**config.mk**
```make
export PLATFORM = sky130hd
export DESIGN_NAME = prbs_selftest_counters
export DESIGN_NICKNAME = d
export VERILOG_FILES = /design/src/design/selftest_pkg.sv /design/src/design/selftest_generator.sv /design/src/design/prbs_selftest_counters.sv
export VERILOG_INCLUDE_DIRS = /design/src /design/src/design
export SDC_FILE = /design/constraint.sdc
export NUM_CORES = 1
export LEC_CHECK = 0
export BUFFER_PORTS_ARGS = -buffer_cell sky130_fd_sc_hd__buf_4
export CAP_MARGIN = 10
export CORE_MARGIN = 4
export CORE_UTILIZATION = 42
export CTS_CLUSTER_DIAMETER = 60
export DETAILED_ROUTE_END_ITERATION = 7
export GPL_TIMING_DRIVEN = 0
export PLACE_DENSITY = 0.68
export SYNTH_ARGS = -nofsm -noshare
export SYNTH_HDL_FRONTEND = slang
export SYNTH_SLANG_ARGS = --single-unit
```
**constraint.sdc**
```tcl
create_clock -name clk_i -period 3.7 [get_ports clk_i]
set_input_delay 0 -clock clk_i [delete_from_list [all_inputs] [get_ports clk_i]]
set_output_delay 0 -clock clk_i [all_outputs]
set_load 0.02 [all_outputs]
```
**src/design/selftest_map.svh**
```systemverilog
// register offsets, field positions, reset values and counts for the self-test block
// assumes a classic wishbone slave with word-aligned 32-bit registers
`ifndef SELFTEST_MAP_SVH
`define SELFTEST_MAP_SVH

// ----------------------------------------
// register indexes and byte addresses
// ----------------------------------------
`define BYTE_TOTAL_IDX      8'h71
`define STATUS_CMD_IDX      8'h72
`define PKT_LEN_IDX         8'h7b
`define CONTROL_IDX         8'h16
`define IRQ_STATUS_IDX      8'h80
`define IRQ_MASK_IDX        8'h81
`define IDX_TO_ADDR(i)      {i, 2'b00}

// ----------------------------------------
// field positions
// ----------------------------------------
`define CMD_LOCK_BIT        0
`define CMD_CLEAR_BIT       1
`define BYTE_OVF_BIT        9
`define PKT_OVF_BIT         10
`define CTRL_SAT_BIT        0
`define CTRL_GEN_EN_BIT     1
`define IRQ_BYTE_OVF_BIT    0
`define IRQ_PKT_OVF_BIT     1
`define IRQ_PKT_DONE_BIT    2

// ----------------------------------------
// reset values and counts
// ----------------------------------------
`define PKT_LEN_RESET       16'h05dc
`define CONTROL_RESET       16'h0000
`define PREAMBLE_NIBBLES    5'h0d
`define PREAMBLE_NIBBLE     4'h5
`define SFD_BYTE            8'hd5
`define IRQ_BITS            3

`endif

```
**src/design/selftest_pkg.sv**
```systemverilog
// types shared by the self-test block
// assumes nothing of its surroundings
package selftest_pkg;
  typedef enum logic [3:0] {
    GEN_IDLE     = 4'b0001,
    GEN_PREAMBLE = 4'b0010,
    GEN_SFD      = 4'b0100,
    GEN_PAYLOAD  = 4'b1000
  } gen_state_t;
endpackage : selftest_pkg

```
**src/design/selftest_generator.sv**
```systemverilog
// pseudo-random packet generator: nibble preamble, delimiter, random payload
// assumes a byte enable from the link side gates every output byte
`timescale 1ns/1ps
`default_nettype none
`include "selftest_map.svh"
module selftest_generator (
  input  wire logic        clk_i,
  input  wire logic        rst_i,
  input  wire logic        enable_i,
  input  wire logic        byte_en_i,
  input  wire logic [15:0] generated_packet_length_i,
  output logic       [7:0] tx_data_o,
  output logic             tx_valid_o,
  output logic             tx_sfd_o,
  output logic             pkt_done_o
);
  selftest_pkg::gen_state_t state_reg, state_next;
  logic [15:0] cnt_reg, cnt_next;
  logic [14:0] lfsr_reg, lfsr_next;
  logic [7:0]  data_reg, data_next;
  logic        valid_reg, valid_next, sfd_reg, sfd_next, done_reg, done_next;

  // ----------------------------------------
  // prbs step
  // ----------------------------------------
  function automatic logic [14:0] lfsr_step(input logic [14:0] s);
    lfsr_step = {s[13:0], s[14] ^ s[13]};
  endfunction : lfsr_step

  // ----------------------------------------
  // next state
  // ----------------------------------------
  always_comb begin
    state_next = state_reg;
    cnt_next   = cnt_reg;
    lfsr_next  = lfsr_reg;
    data_next  = data_reg;
    valid_next = 1'b0;
    sfd_next   = 1'b0;
    done_next  = 1'b0;
    if (byte_en_i) begin
      unique case (state_reg)
        selftest_pkg::GEN_IDLE: begin
          if (enable_i && generated_packet_length_i != 16'h0000) begin
            state_next = selftest_pkg::GEN_PREAMBLE;
            cnt_next   = 16'h0000;
          end
        end
        selftest_pkg::GEN_PREAMBLE: begin
          // two nibbles per byte slot; the odd thirteenth is alone in the low half
          valid_next = 1'b1;
          data_next  = {`PREAMBLE_NIBBLE, `PREAMBLE_NIBBLE};
          if (cnt_reg + 16'h0002 >= {11'h000, `PREAMBLE_NIBBLES}) begin
            if (cnt_reg + 16'h0001 == {11'h000, `PREAMBLE_NIBBLES}) begin
              data_next = {4'h0, `PREAMBLE_NIBBLE};
            end
            state_next = selftest_pkg::GEN_SFD;
          end
          cnt_next = cnt_reg + 16'h0002;
        end
        selftest_pkg::GEN_SFD: begin
          valid_next = 1'b1;
          sfd_next   = 1'b1;
          data_next  = `SFD_BYTE;
          cnt_next   = 16'h0000;
          state_next = selftest_pkg::GEN_PAYLOAD;
        end
        selftest_pkg::GEN_PAYLOAD: begin
          valid_next = 1'b1;
          data_next  = lfsr_reg[7:0];
          lfsr_next  = lfsr_step(lfsr_step(lfsr_step(lfsr_step(
                         lfsr_step(lfsr_step(lfsr_step(lfsr_step(lfsr_reg))))))));
          cnt_next   = cnt_reg + 16'h0001;
          if (cnt_reg + 16'h0001 >= generated_packet_length_i) begin
            state_next = selftest_pkg::GEN_IDLE;
            done_next  = 1'b1;
          end
        end
      endcase
    end
  end

  // ----------------------------------------
  // registers
  // ----------------------------------------
  always_ff @(posedge clk_i) begin
    if (rst_i) begin
      state_reg <= selftest_pkg::GEN_IDLE;
      cnt_reg   <= 16'h0000;
      lfsr_reg  <= 15'h7fff;
      data_reg  <= 8'h00;
      valid_reg <= 1'b0;
      sfd_reg   <= 1'b0;
      done_reg  <= 1'b0;
    end else begin
      state_reg <= state_next;
      cnt_reg   <= cnt_next;
      lfsr_reg  <= lfsr_next;
      data_reg  <= data_next;
      valid_reg <= valid_next;
      sfd_reg   <= sfd_next;
      done_reg  <= done_next;
    end
  end

  assign tx_data_o  = data_reg;
  assign tx_valid_o = valid_reg;
  assign tx_sfd_o   = sfd_reg;
  assign pkt_done_o = done_reg;
endmodule : selftest_generator
`default_nettype wire

```
**src/design/prbs_selftest_counters.sv**
```systemverilog
// self-test counters with wishbone slave, lock snapshots and overflow interrupts
// assumes checker byte and error strobes are same-clock one-cycle pulses
// Behaviour
// - sixteen-bit read-only received byte tally
// - byte tally saturates when saturate mode zero
// - byte tally frozen on lock writes
// - bit 0 write locks counters, no clear
// - bit 1 write locks and clears counters
// - packet overflow flag bit 10, sticky
// - byte overflow flag bit 9, sticky
// - eight-bit error tally, locked likewise
// - error tally saturates when saturate mode zero
// - packet size equals length field, resets 1500
// - thirteen 0x5 nibbles then 0xd5 delimiter
//
// Design decision made here: the Wishbone interface to the registers.
`timescale 1ns/1ps
`default_nettype none
`include "selftest_map.svh"
module prbs_selftest_counters (
  input  wire logic        clk_i,
  input  wire logic        rst_i,
  input  wire logic        wb_cyc_i,
  input  wire logic        wb_stb_i,
  input  wire logic        wb_we_i,
  input  wire logic [9:0]  wb_adr_i,
  input  wire logic [3:0]  wb_sel_i,
  input  wire logic [31:0] wb_dat_i,
  output logic      [31:0] wb_dat_o,
  output logic             wb_ack_o,
  input  wire logic        rx_byte_i,
  input  wire logic        rx_err_i,
  input  wire logic        rx_pkt_i,
  input  wire logic        byte_en_i,
  output logic       [7:0] tx_data_o,
  output logic             tx_valid_o,
  output logic             tx_sfd_o,
  output logic             irq_o
);
  logic [15:0] byte_live_reg, byte_live_next, byte_snap_reg, byte_snap_next;
  logic [7:0]  err_live_reg, err_live_next, err_snap_reg, err_snap_next;
  logic [15:0] pkt_live_reg, pkt_live_next;
  logic        byte_ovf_reg, byte_ovf_next, pkt_ovf_reg, pkt_ovf_next;
  logic [15:0] pkt_len_reg, pkt_len_next, ctrl_reg, ctrl_next;
  logic [2:0]  irq_sts_reg, irq_sts_next, irq_msk_reg, irq_msk_next;
  logic [31:0] rdata_reg, rdata_next;
  logic        ack_reg, ack_next;
  logic        req, wr, lo_en, lock, clear, sat, pkt_done;
  logic [15:0] wdata;
  logic [7:0]  idx;
  logic [2:0]  events;

  // ----------------------------------------
  // counter step: wrap or stop at all ones
  // ----------------------------------------
  function automatic logic [16:0] bump16(input logic [15:0] v, input logic s);
    if (v == 16'hffff) begin
      bump16 = s ? {1'b1, 16'h0000} : {1'b0, 16'hffff};
    end else begin
      bump16 = {1'b0, v + 16'h0001};
    end
  endfunction : bump16

  // ----------------------------------------
  // bus decode
  // ----------------------------------------
  assign req   = wb_cyc_i && wb_stb_i && !ack_reg;
  assign wr    = req && wb_we_i;
  assign lo_en = wb_sel_i[0] || wb_sel_i[1];
  assign idx   = wb_adr_i[9:2];
  assign wdata = wb_dat_i[15:0];
  assign sat   = ctrl_reg[`CTRL_SAT_BIT];
  assign lock  = wr && lo_en && idx == `STATUS_CMD_IDX
                 && (wdata[`CMD_LOCK_BIT] || wdata[`CMD_CLEAR_BIT]);
  assign clear = wr && lo_en && idx == `STATUS_CMD_IDX && wdata[`CMD_CLEAR_BIT];

  selftest_generator u_gen (
    .clk_i                     (clk_i),
    .rst_i                     (rst_i),
    .enable_i                  (ctrl_reg[`CTRL_GEN_EN_BIT]),
    .byte_en_i                 (byte_en_i),
    .generated_packet_length_i (pkt_len_reg),
    .tx_data_o                 (tx_data_o),
    .tx_valid_o                (tx_valid_o),
    .tx_sfd_o                  (tx_sfd_o),
    .pkt_done_o                (pkt_done)
  );

  // ----------------------------------------
  // counters, snapshots, overflow flags
  // ----------------------------------------
  always_comb begin
    logic [16:0] b, p;
    logic [8:0]  e;
    b = bump16(byte_live_reg, sat);
    p = bump16(pkt_live_reg, sat);
    e = (err_live_reg == 8'hff) ? {1'b1, (sat ? 8'h00 : 8'hff)}
                                : {1'b0, err_live_reg + 8'h01};
    byte_live_next = rx_byte_i ? b[15:0] : byte_live_reg;
    err_live_next  = rx_err_i ? e[7:0] : err_live_reg;
    pkt_live_next  = rx_pkt_i ? p[15:0] : pkt_live_reg;
    byte_ovf_next  = byte_ovf_reg || (rx_byte_i && b[16]);
    pkt_ovf_next   = pkt_ovf_reg || (rx_pkt_i && p[16]);
    byte_snap_next = byte_snap_reg;
    err_snap_next  = err_snap_reg;
    if (lock) begin
      byte_snap_next = byte_live_reg;
      err_snap_next  = err_live_reg;
    end
    if (clear) begin
      byte_live_next = 16'h0000;
      err_live_next  = 8'h00;
      pkt_live_next  = 16'h0000;
      byte_ovf_next  = 1'b0;
      pkt_ovf_next   = 1'b0;
    end
  end

  // ----------------------------------------
  // control, interrupts, bus answer
  // ----------------------------------------
  assign events = {pkt_done,
                   pkt_ovf_next && !pkt_ovf_reg,
                   byte_ovf_next && !byte_ovf_reg};

  always_comb begin
    pkt_len_next = pkt_len_reg;
    ctrl_next    = ctrl_reg;
    irq_msk_next = irq_msk_reg;
    irq_sts_next = irq_sts_reg;
    ack_next     = req;
    rdata_next   = 32'h0000_0000;
    if (wr && lo_en) begin
      unique case (idx)
        `PKT_LEN_IDX: pkt_len_next = wdata;
        `CONTROL_IDX: ctrl_next = {14'h0000, wdata[1:0]};
        `IRQ_MASK_IDX: irq_msk_next = wdata[2:0];
        `IRQ_STATUS_IDX: irq_sts_next = irq_sts_reg & ~wdata[2:0];
        default: ;
      endcase
    end
    irq_sts_next = irq_sts_next | events;
    if (req && !wb_we_i) begin
      unique case (idx)
        `BYTE_TOTAL_IDX: rdata_next = {16'h0000, byte_snap_reg};
        `STATUS_CMD_IDX: rdata_next = {21'h000000, pkt_ovf_reg, byte_ovf_reg,
                                       1'b0, err_snap_reg};
        `PKT_LEN_IDX: rdata_next = {16'h0000, pkt_len_reg};
        `CONTROL_IDX: rdata_next = {16'h0000, ctrl_reg};
        `IRQ_STATUS_IDX: rdata_next = {29'h00000000, irq_sts_reg};
        `IRQ_MASK_IDX: rdata_next = {29'h00000000, irq_msk_reg};
        default: rdata_next = 32'h0000_0000;
      endcase
    end
  end

  always_ff @(posedge clk_i) begin
    if (rst_i) begin
      byte_live_reg <= 16'h0000;
      byte_snap_reg <= 16'h0000;
      err_live_reg  <= 8'h00;
      err_snap_reg  <= 8'h00;
      pkt_live_reg  <= 16'h0000;
      byte_ovf_reg  <= 1'b0;
      pkt_ovf_reg   <= 1'b0;
      pkt_len_reg   <= `PKT_LEN_RESET;
      ctrl_reg      <= `CONTROL_RESET;
      irq_sts_reg   <= 3'h0;
      irq_msk_reg   <= 3'h0;
      rdata_reg     <= 32'h0000_0000;
      ack_reg       <= 1'b0;
    end else begin
      byte_live_reg <= byte_live_next;
      byte_snap_reg <= byte_snap_next;
      err_live_reg  <= err_live_next;
      err_snap_reg  <= err_snap_next;
      pkt_live_reg  <= pkt_live_next;
      byte_ovf_reg  <= byte_ovf_next;
      pkt_ovf_reg   <= pkt_ovf_next;
      pkt_len_reg   <= pkt_len_next;
      ctrl_reg      <= ctrl_next;
      irq_sts_reg   <= irq_sts_next;
      irq_msk_reg   <= irq_msk_next;
      rdata_reg     <= rdata_next;
      ack_reg       <= ack_next;
    end
  end

  assign wb_dat_o = rdata_reg;
  assign wb_ack_o = ack_reg;
  assign irq_o    = |(irq_sts_reg & irq_msk_reg);
endmodule : prbs_selftest_counters
`default_nettype wire

```
==> impl_metrics.tcl, run 1 <==
set metrics [dict create \
    status "complete, no violations" \
    synth_common_cells "dfxtp_1, nor2_1, nand2_1" \
    clockRootBuffer "clkbuf_16" \
    grt_pass1_vias 6901 \
    synth_area_mm2 0.00807 \
    hold_path.startpoint "wb_stb_i" \
    via_count 7622 \
    p_sw_share_pct 26.1 \
    clk_pin_slew_ns 0.06 \
    period_share_pct 91.3 \
    dp_hpwl_um 16500 \
    yosysTopAreaCellShare_pct 38.0 \
    min_path_type "in2reg" \
    die_x_um 147 \
    rsz0062_at_grt "no" \
    overflow 0 \
    timing.rr.end "u_gen.state_reg[1]" \
    synth_edf_count 0 \
    synth_area_leaders "dfxtp_1, nor2_1, a21oi_1, nand2_1, mux2i_1" \
    drt_first_iter_violations 708 \
    critical_path_class "reg2reg" \
    synthesis.instances 984 \
    fin_skew_ns 0.0110 \
    cts_buffers 17 \
    grt_max_degree 17 \
    avgRoutedWirePerCell_um 16.7 \
    worstPathArrival_ns 3.67 \
    cts.sinks 153 \
    total_power_w 0.00356 \
    worstPathRequired_ns 3.99 \
    final_cells 1341 \
    placedCellCount 1291 \
    synthFlopType "dfxtp_1" \
    max-vdd-ir-drop_uv 336 \
    wirelength_um 22500 \
    clk-insertion-delay-late_ns 0.43 \
    p_sw_w 0.000928 \
    syn_avg_cell_area_um2 8.20 \
    yosysTopAreaCell "dfxtp_1" \
    start_kind "flip-flop" \
    grt_use_total_pct 20.4 \
    pin_count 99 \
    max_freq_ghz 0.296 \
    cp_max_fo 10 \
    combPwrFrac_pct 6.9 \
    layout-area-overhead-vs-synth_pct 18.8 \
    synth-async-reset-ratio_pct 0 \
    clock_path_buffers 2 \
    dieHeight_um 147 \
    io_buffer_count 58 \
    hold_depth 3 \
    slew_viol_final 0 \
    setup_ws_ns 0.323 \
    ys_ff_latch 153 \
    min_to "wb_ack_o" \
    p_seq_share_pct 47.1 \
    row_count 50 \
    cts_tree "built" \
    antenna_cells 0 \
    postRouteAntennaNets 0 \
    r2r_start "u_gen.cnt_reg[0]" \
    core_area_mm2 0.0188 \
    cts_max_level 4 \
    powerDensity_mw_per_mm2 372 \
    max_cap_viol_count 0 \
    fin_crit_ns 3.38 \
    synth_most_common_cell "dfxtp_1" \
    initial_core_util_pct 43.0 \
    tns_ns 0 \
    rr_worst_depth 11 \
    final_nets 1172 \
    finalSetupViolCount 0 \
    dp_slack_ns 0.202 \
    maxSlewHeadroom_pct 41.7 \
    ys_types 75 \
    drive_gt1_share_pct 13.9 \
    via_per_inst 5.68 \
    ys_seq_area_share_pct 38.0 \
    dieArea_mm2 0.0215 \
    yosys_warnings 0 \
    finalHoldViolations 0 \
    power_leakage_nw 3.57 \
    ff2ff_setup_slack_ns 0.32 \
    drt-pass1-iter-count 6 \
    cp-end-kind "flip-flop" \
    antenna_found_initial 0 \
    route.detailed.drc 0 \
    worst_slew_pin_slew_ns 0.865 \
    p_int_w 0.00263 \
    grt_pass1_wl_um 35700 \
    place.gp.congestion 0.923 \
    p_clk_share_pct 45.9 \
]
per-layer routing:
layer / part of all wire (%) / GRT usage, % / vias to the layer above / wire length [um]
li1: - / - / 3761 / -
met4: 2.4 / 7.01 / 0 / 539
met3: 6.5 / 4.10 / 45 / 1470
met5: 0 / 0 / - / 0
met1: 49 / 29.7 / 3523 / 11000
met2: 42 / 30.0 / 293 / 9470
kinds of logic after synthesis:
group           Yosys count  share of synthesized area [%]
xor+xnor                 32                           3.47
fa+ha+maj                23                           3.57
simple gates            371                           23.1
other cells               1                         0.0465
mux                      31                           3.85
flops                   153                           38.0
buf+inv                 115                           6.69
compound gates          258                           21.3
cell usage in the layout, fill, tap and decap left out, types with 20 or more instances in the layout:
cell type,count
a21oi_1,76
nor2_1,124
nand4_1,20
mux2i_1,31
xnor2_1,20
clkbuf_1,38
a31oi_1,20
o21ai_0,42
inv_1,35
buf_2,20
dfxtp_1,153
ha_1,23
buf_4,78
nor3_1,33
nand2_1,88
nand3_1,23
cell type report:
type                    count  area (um2)
well taps                 234         293
plain buffers              80         408
fillers                  1791        9190
clock inverters            14         115
clock buffers              18         429
inverters                  35         131
repair buffers             76         616
flip-flops and latches    153        3060
multi-input cells         731        4530
power groups by stage:
stage	combinational (W)	sequential, W	clock (W)
2_1_floorplan	0.000147	0.00171	0
3_3_place_gp	0.000227	0.00172	0
3_5_place_dp	0.000227	0.00172	0
4_1_cts	0.000244	0.00168	0.00166
5_1_grt	0.000268	0.00168	0.00173
6_report	0.000247	0.00168	0.00164
repair_timing:
action | CTS | global route
setup buffers | 0 | 0
setup endpoints to repair | 0 | 3
hold buffers | 18 | 0
resized for setup | 0 | 1
hold endpoints to repair | 28 | 0
metrics by stage:
step,instance area (um2),utilization (%),hold slack (ns)
after detailed placement,8850,47.2,0.233
after global routing,9580,51.1,0.0274
final,9580,51.1,0.00565
after global placement,8850,47.2,0.231
after CTS,9580,51.0,0.00321
after floorplan,8120,-,0.118
worst max-delay path by stage:
| stage | startpoint | end | slack (ns) | cells after the start |
|---|---|---|---|---|
| floorplan | u_gen.cnt_reg[1] | u_gen.state_reg[0] | 0.98 | 12 |
| global placement | u_gen.cnt_reg[0] | u_gen.state_reg[1] | 0.20 | 11 |
| detailed placement | u_gen.cnt_reg[0] | u_gen.state_reg[1] | 0.20 | 11 |
| CTS | u_gen.cnt_reg[0] | u_gen.state_reg[1] | 0.19 | 11 |
| global route | u_gen.cnt_reg[1] | u_gen.state_reg[0] | 0.06 | 13 |
| finish | u_gen.cnt_reg[0] | u_gen.state_reg[1] | 0.32 | 11 |
critical path: stages, from the launching register on:
cell     delay (ns)
dfxtp_1        0.50
ha_1           0.28
nand3_1        0.32
or3_1          0.47
xnor2_1        0.30
ha_1           0.31
nand4_1        0.11
o21ai_0        0.10
a31oi_1        0.18
o22ai_1        0.13
nor4_2         0.42
nor3_1         0.13
(Power assumes the default switching activity.)
==> run 2, diff against run 1 <==
--- a/config.mk
+++ b/config.mk
@@ -18,2 +18,3 @@
 export SYNTH_HDL_FRONTEND = slang
+export SYNTH_HIERARCHICAL = 1
 export SYNTH_SLANG_ARGS = --single-unit
--- a/constraint.sdc
+++ b/constraint.sdc
@@ -3,2 +3,2 @@
 set_output_delay 0 -clock clk_i [all_outputs]
-set_load 0.02 [all_outputs]
+set_load 0.05 [all_outputs]
==> impl_metrics.tcl, run 2 <==
set metrics [dict create \
    status "complete, no violations" \
    worst_slew_pin_slew_ns 0.809 \
    synthAdderAreaFrac_pct 3.38 \
    clk_pin_slew_ns 0.07 \
    synth-async-reset-ratio_pct 0 \
    io_buffer_count 59 \
    slowest_stage "or4_1" \
    die_x_um 150 \
    pin_count 99 \
    cts_setup_buffers 0 \
    synth_area_leaders "dfxtp_1, nor2_1, nand2_1, a21oi_1, mux2i_1" \
    grt_pass1_wl_um 37200 \
    worstPathRequired_ns 4.04 \
    clockRootBuffer "clkbuf_16" \
    ys_seq_area_share_pct 36.0 \
    fin_skew_ns 0.0118 \
    drt_first_iter_violations 595 \
    slew_viol_final 0 \
    dp_hpwl_um 16800 \
    ys_types 99 \
    max-vdd-ir-drop_uv 276 \
    fin_hold_ws_ns 0.0564 \
    overflow 0 \
    synthMuxAreaShare_pct 4.03 \
    yosys_warnings 6 \
    path_buf_inv 1 \
    place.gp.congestion 0.909 \
    via_count 7868 \
    power_leakage_nw 3.85 \
    synthFlopType "dfxtp_1" \
    finalSetupViolCount 0 \
    finalHoldViolations 0 \
    synth_common_cells "dfxtp_1, nor2_1, nand2_1" \
    synth-compound-area-share_pct 18.4 \
    hold_depth 3 \
    yosysTopAreaCellShare_pct 36.0 \
    critPathMaxStageDelay_ns 0.56 \
    avgRoutedWirePerCell_um 16.2 \
    fin_crit_ns 3.42 \
    dieArea_mm2 0.0226 \
    grt_use_total_pct 20.5 \
    dieHeight_um 150 \
    worstPathArrival_ns 3.76 \
    grt_max_degree 17 \
    critical_path_class "reg2reg" \
    drive_gt1_share_pct 16.8 \
    ys_ff_latch 153 \
    drt-pass1-iter-count 7 \
    crit_cells 12 \
    yosysTopAreaCell "dfxtp_1" \
    tns_ns 0 \
    crit_top_cell "ha_1" \
    clock_path_buffers 2 \
    row_count 51 \
    core_area_mm2 0.0197 \
    rsz0062_at_grt "no" \
    period_share_pct 92.4 \
    cts.sinks 153 \
    powerDensity_mw_per_mm2 375 \
    grt_pass1_vias 7143 \
    postRouteAntennaNets 0 \
    min_path_type "in2reg" \
    initial_core_util_pct 43.1 \
    max_cap_viol_count 0 \
    synthesis.instances 1024 \
    synth_area_mm2 0.00851 \
    layout-area-overhead-vs-synth_pct 19.6 \
    synth_edf_count 0 \
    clk-insertion-delay-late_ns 0.43 \
    synth_most_common_cell "dfxtp_1" \
    synth_top_family_by_area "simple AND/OR/NAND/NOR gates" \
    wirelength_um 23000 \
    cp_cell_sequence "ha_1 -> buf_4 -> nand4_4 -> nor3_2 -> nand2_1 -> xnor2_1 -> ha_1 -> nand4_1 -> or4_1 -> a31oi_4 -> a21oi_1 -> a211oi_1" \
    crit_family "simple AND/OR/NAND/NOR gates" \
    via_per_inst 5.55 \
    final_nets 1217 \
    syn_avg_cell_area_um2 8.31 \
    cp_max_fo 9 \
    synthSimpleGateAreaFrac_pct 27.1 \
    cts_buffers 17 \
    antenna_cells 0 \
    antenna_found_initial 0 \
    start_kind "flip-flop" \
    max_freq_ghz 0.293 \
    synth_xor_area_share_pct 3.50 \
    cp-end-kind "flip-flop" \
    rr_worst_depth 12 \
    final.fill_count 1831 \
    cts_max_level 4 \
    final_common_cell "dfxtp_1" \
    cts_tree "built" \
    maxSlewHeadroom_pct 45.5 \
    mostFrequentLayoutCells "dfxtp_1, nor2_1, nand2_1, buf_4, a21oi_1" \
    route.detailed.drc 0 \
]
## run 2: tightest hold or removal path, stage by stage
cell	delay, ns
clkbuf_1	0.20
nor2_1	0.18
a211oi_2	0.06
## run 2: cells by family after synthesis
kind of cell | after synthesis
muxes | 34
other | 1
xor gates and xnor gates | 34
AOI/OAI and AO/OA | 227
buffers and inverters | 116
DFF | 153
and+or+nand+nor | 436
adders and majority gates | 23
## run 2: report_power, final
group / leakage (nW) / internal [W] / switching [W]
Sequential: 1.23 / 0.00166 / 0.0000210
Combinational: 2.32 / 0.000130 / 0.000209
Clock: 0.299 / 0.000998 / 0.000800
Total: 3.85 / 0.00279 / 0.00103
## run 2: what timing repair did
action,CTS,global route
gates resized for setup,1,3
hold endpoints to repair,35,0
hold buffers,22,0
endpoints found under the setup margin,3,5
## run 2: area by class of cell
| type | instances | area [um2] | share of cell area (%) |
|---|---|---|---|
| Timing Repair Buffer | 81 | 663 | 6.52 |
| Inverter | 34 | 128 | 1.25 |
| Tap cell | 265 | 332 | 3.26 |
| Clock inverter | 13 | 148 | 1.45 |
| Clock buffer | 19 | 453 | 4.45 |
| Buffer | 82 | 519 | 5.10 |
| Multi-Input combinational cell | 770 | 4870 | 47.9 |
| Sequential cell | 153 | 3060 | 30.1 |
## run 2: metal layers
metal	vias up	global-route usage, %	part of all wire (%)
li1	3887	-	-
met1	3692	29.8	49
met2	244	29.8	42
met3	45	4.52	6.4
met4	0	7.37	2.7
met5	-	0	0
## run 2: path summary, 6_finish.rpt
check | endpoint | startpoint | slack [ns]
setup / recovery | u_gen/state_reg[2] | u_gen/cnt_reg[2] | 0.28
hold / removal | byte_live_reg[0] | rx_byte_i | 0.06
setup reg to reg | u_gen/state_reg[2] | u_gen/cnt_reg[2] | 0.28
hold reg to reg | u_gen/tx_data_o[1] | u_gen/tx_data_o[1] | 0.46
## run 2: stage by stage
step	instance area, um2	total power [W]	util, %	setup slack [ns]	instances
final	10200	0.00382	51.6	0.282	1417
after detailed placement	9340	0.00203	47.4	0.0144	1363
after global routing	10200	0.00396	51.6	0.0839	1417
after floorplan	8560	0.00194	-	0.731	1039
after global placement	9340	0.00203	47.4	0.0216	1363
after CTS	10200	0.00385	51.5	0.136	1417
==> run 3, diff against run 2 <==
- CORE_UTILIZATION: 42 -> 55
- PLACE_DENSITY: 0.68 -> 0.83
- SKIP_CTS_REPAIR_TIMING: default -> 1
==> impl_metrics.tcl, run 3 (synthesized netlist as in run 2, its figures left out) <==
set metrics [dict create \
    status "complete, no violations" \
    layout-area-overhead-vs-synth_pct 18.5 \
    final.fill_count 1214 \
    row_count 45 \
    clk_pin_slew_ns 0.07 \
    p_clk_share_pct 47.1 \
    finalHoldViolations 0 \
    min_path_type "in2reg" \
    final_common_cell "dfxtp_1" \
    grt_pass1_wl_um 36500 \
    powerDensity_mw_per_mm2 379 \
    hold_path.startpoint "wb_adr_i[3]" \
    critical_path_class "reg2reg" \
    rsz0062_at_grt "no" \
    cts_buffers 17 \
    io_buffer_count 59 \
    mostFrequentLayoutCells "dfxtp_1, nor2_1, nand2_1, buf_4, a21oi_1" \
    combPwrFrac_pct 8.9 \
    cts_max_level 4 \
    power_leakage_nw 3.85 \
    timing.rr.end "u_gen/state_reg[2]" \
    pin_count 99 \
    wirelength_um 22900 \
    p_int_w 0.00277 \
    p_sw_share_pct 27.6 \
    multi_input_area_mm2 0.00487 \
    cts.sinks 153 \
    place.gp.congestion 0.946 \
    maxSlewHeadroom_pct 42.0 \
    drt_first_iter_violations 826 \
    core_area_mm2 0.0152 \
    via_per_inst 6.08 \
    cp_max_fo 9 \
    cts_tree "built" \
    max-vdd-ir-drop_uv 312 \
    placedCellCount 1286 \
    fin_skew_ns 0.00979 \
    grt_pass1_vias 7308 \
    slew_viol_final 0 \
    min_to "wb_dat_o[2]" \
    via_count 8134 \
    grt_use_total_pct 25.3 \
    period_share_pct 92.6 \
    grt_max_degree 19 \
    p_seq_share_pct 44.1 \
    rr_worst_depth 12 \
    max_freq_ghz 0.292 \
    initial_core_util_pct 56.0 \
    dieArea_mm2 0.0175 \
    worstPathRequired_ns 4.03 \
    cp-end-kind "flip-flop" \
    r2r_start "u_gen/cnt_reg[1]" \
    tns_ns 0 \
    die_x_um 132 \
    avgRoutedWirePerCell_um 17.1 \
    dp_hpwl_um 16500 \
    max_cap_viol_count 0 \
    final-seq-area_mm2 0.00306 \
    overflow 0 \
    final_nets 1215 \
    worst_slew_pin_slew_ns 0.862 \
    route.detailed.drc 0 \
    hold_depth 4 \
    worstPathArrival_ns 3.76 \
    clockRootBuffer "clkbuf_16" \
    start_kind "flip-flop" \
    drive_gt1_share_pct 16.9 \
    dieHeight_um 132 \
    clk-insertion-delay-late_ns 0.43 \
    clock_path_buffers 2 \
    fin_crit_ns 3.43 \
    final_cells 1338 \
    p_sw_w 0.00105 \
    postRouteAntennaNets 0 \
    antenna_cells 0 \
    finalSetupViolCount 0 \
    drt-pass1-iter-count 8 \
    antenna_found_initial 0 \
    ff2ff_setup_slack_ns 0.27 \
]
==> run 3: cell types whose count changed in the layout (fill, tap and decap cells not counted) <==
cell and change:
clkinv_4 -1, dlygate4sd3_1 -2, inv_8 +1, inv_6 -3, clkinv_8 +4, clkbuf_8 -2
clkinvlp_4 +1
==> run 3: metal layers <==
metal / vias to the layer above / global-route usage (%) / routed length, um
met4: 0 / 8.08 / 532
met5: - / 0 / 0
li1: 3876 / - / -
met2: 400 / 39.7 / 10600
met1: 3795 / 34.1 / 10000
met3: 63 / 6.64 / 1770
==> run 3: power groups by stage <==
stage / combinational [W] / sequential (W) / clock, W
after floorplan: 0.000217 / 0.00172 / 0
after global placement: 0.000303 / 0.00172 / 0
after detailed placement: 0.000308 / 0.00172 / 0
after CTS: 0.000311 / 0.00168 / 0.00182
after global routing: 0.000364 / 0.00169 / 0.00190
final: 0.000339 / 0.00168 / 0.00180
==> run 3: worst max path at each step <==
stage | start | slack (ns) | cells after the start | end
final | u_gen/cnt_reg[1] | 0.27 | 12 | u_gen/state_reg[2]
after global placement | u_gen/cnt_reg[2] | 0.15 | 13 | u_gen/state_reg[2]
after floorplan | u_gen/cnt_reg[2] | 0.73 | 13 | u_gen/state_reg[2]
after global routing | u_gen/cnt_reg[2] | 0.07 | 12 | u_gen/state_reg[2]
after detailed placement | u_gen/cnt_reg[1] | 0.13 | 13 | u_gen/state_reg[2]
after CTS | u_gen/cnt_reg[2] | 0.09 | 13 | u_gen/state_reg[2]
==> run 3: stage by stage <==
step	worst slack, ns	hold slack [ns]	utilization [%]	area, um2	total power, W
after floorplan	0.731	0.121	-	8560	0.00194
after global placement	0.147	0.222	60.8	9240	0.00202
after detailed placement	0.127	0.232	60.8	9240	0.00203
after CTS	0.0868	-0.223	64.9	9860	0.00382
after global routing	0.0676	0.0243	66.3	10100	0.00395
final	0.273	0.0106	66.3	10100	0.00382
==> run 3: worst max-delay path: stages (launching register included) <==
cell and delay, ns:
dfxtp_1 0.49, ha_1 0.20, buf_4 0.16, nand4_4 0.19, nor2_2 0.37, nand3_1 0.14
xnor2_1 0.16, ha_1 0.30, nand4_1 0.13, or4_1 0.56, a31oi_4 0.28, a21oi_1 0.10
a211oi_1 0.25
==> run 3: area by class of cell <==
cell class,count,share of cell area (%)
plain buffers,82,5.15
clock buffers,17,4.22
repair buffers,79,6.38
flip-flops and latches,153,30.4
inverters,34,1.27
well taps,188,2.33
multi-input cells,770,48.3
clock inverters,15,1.95
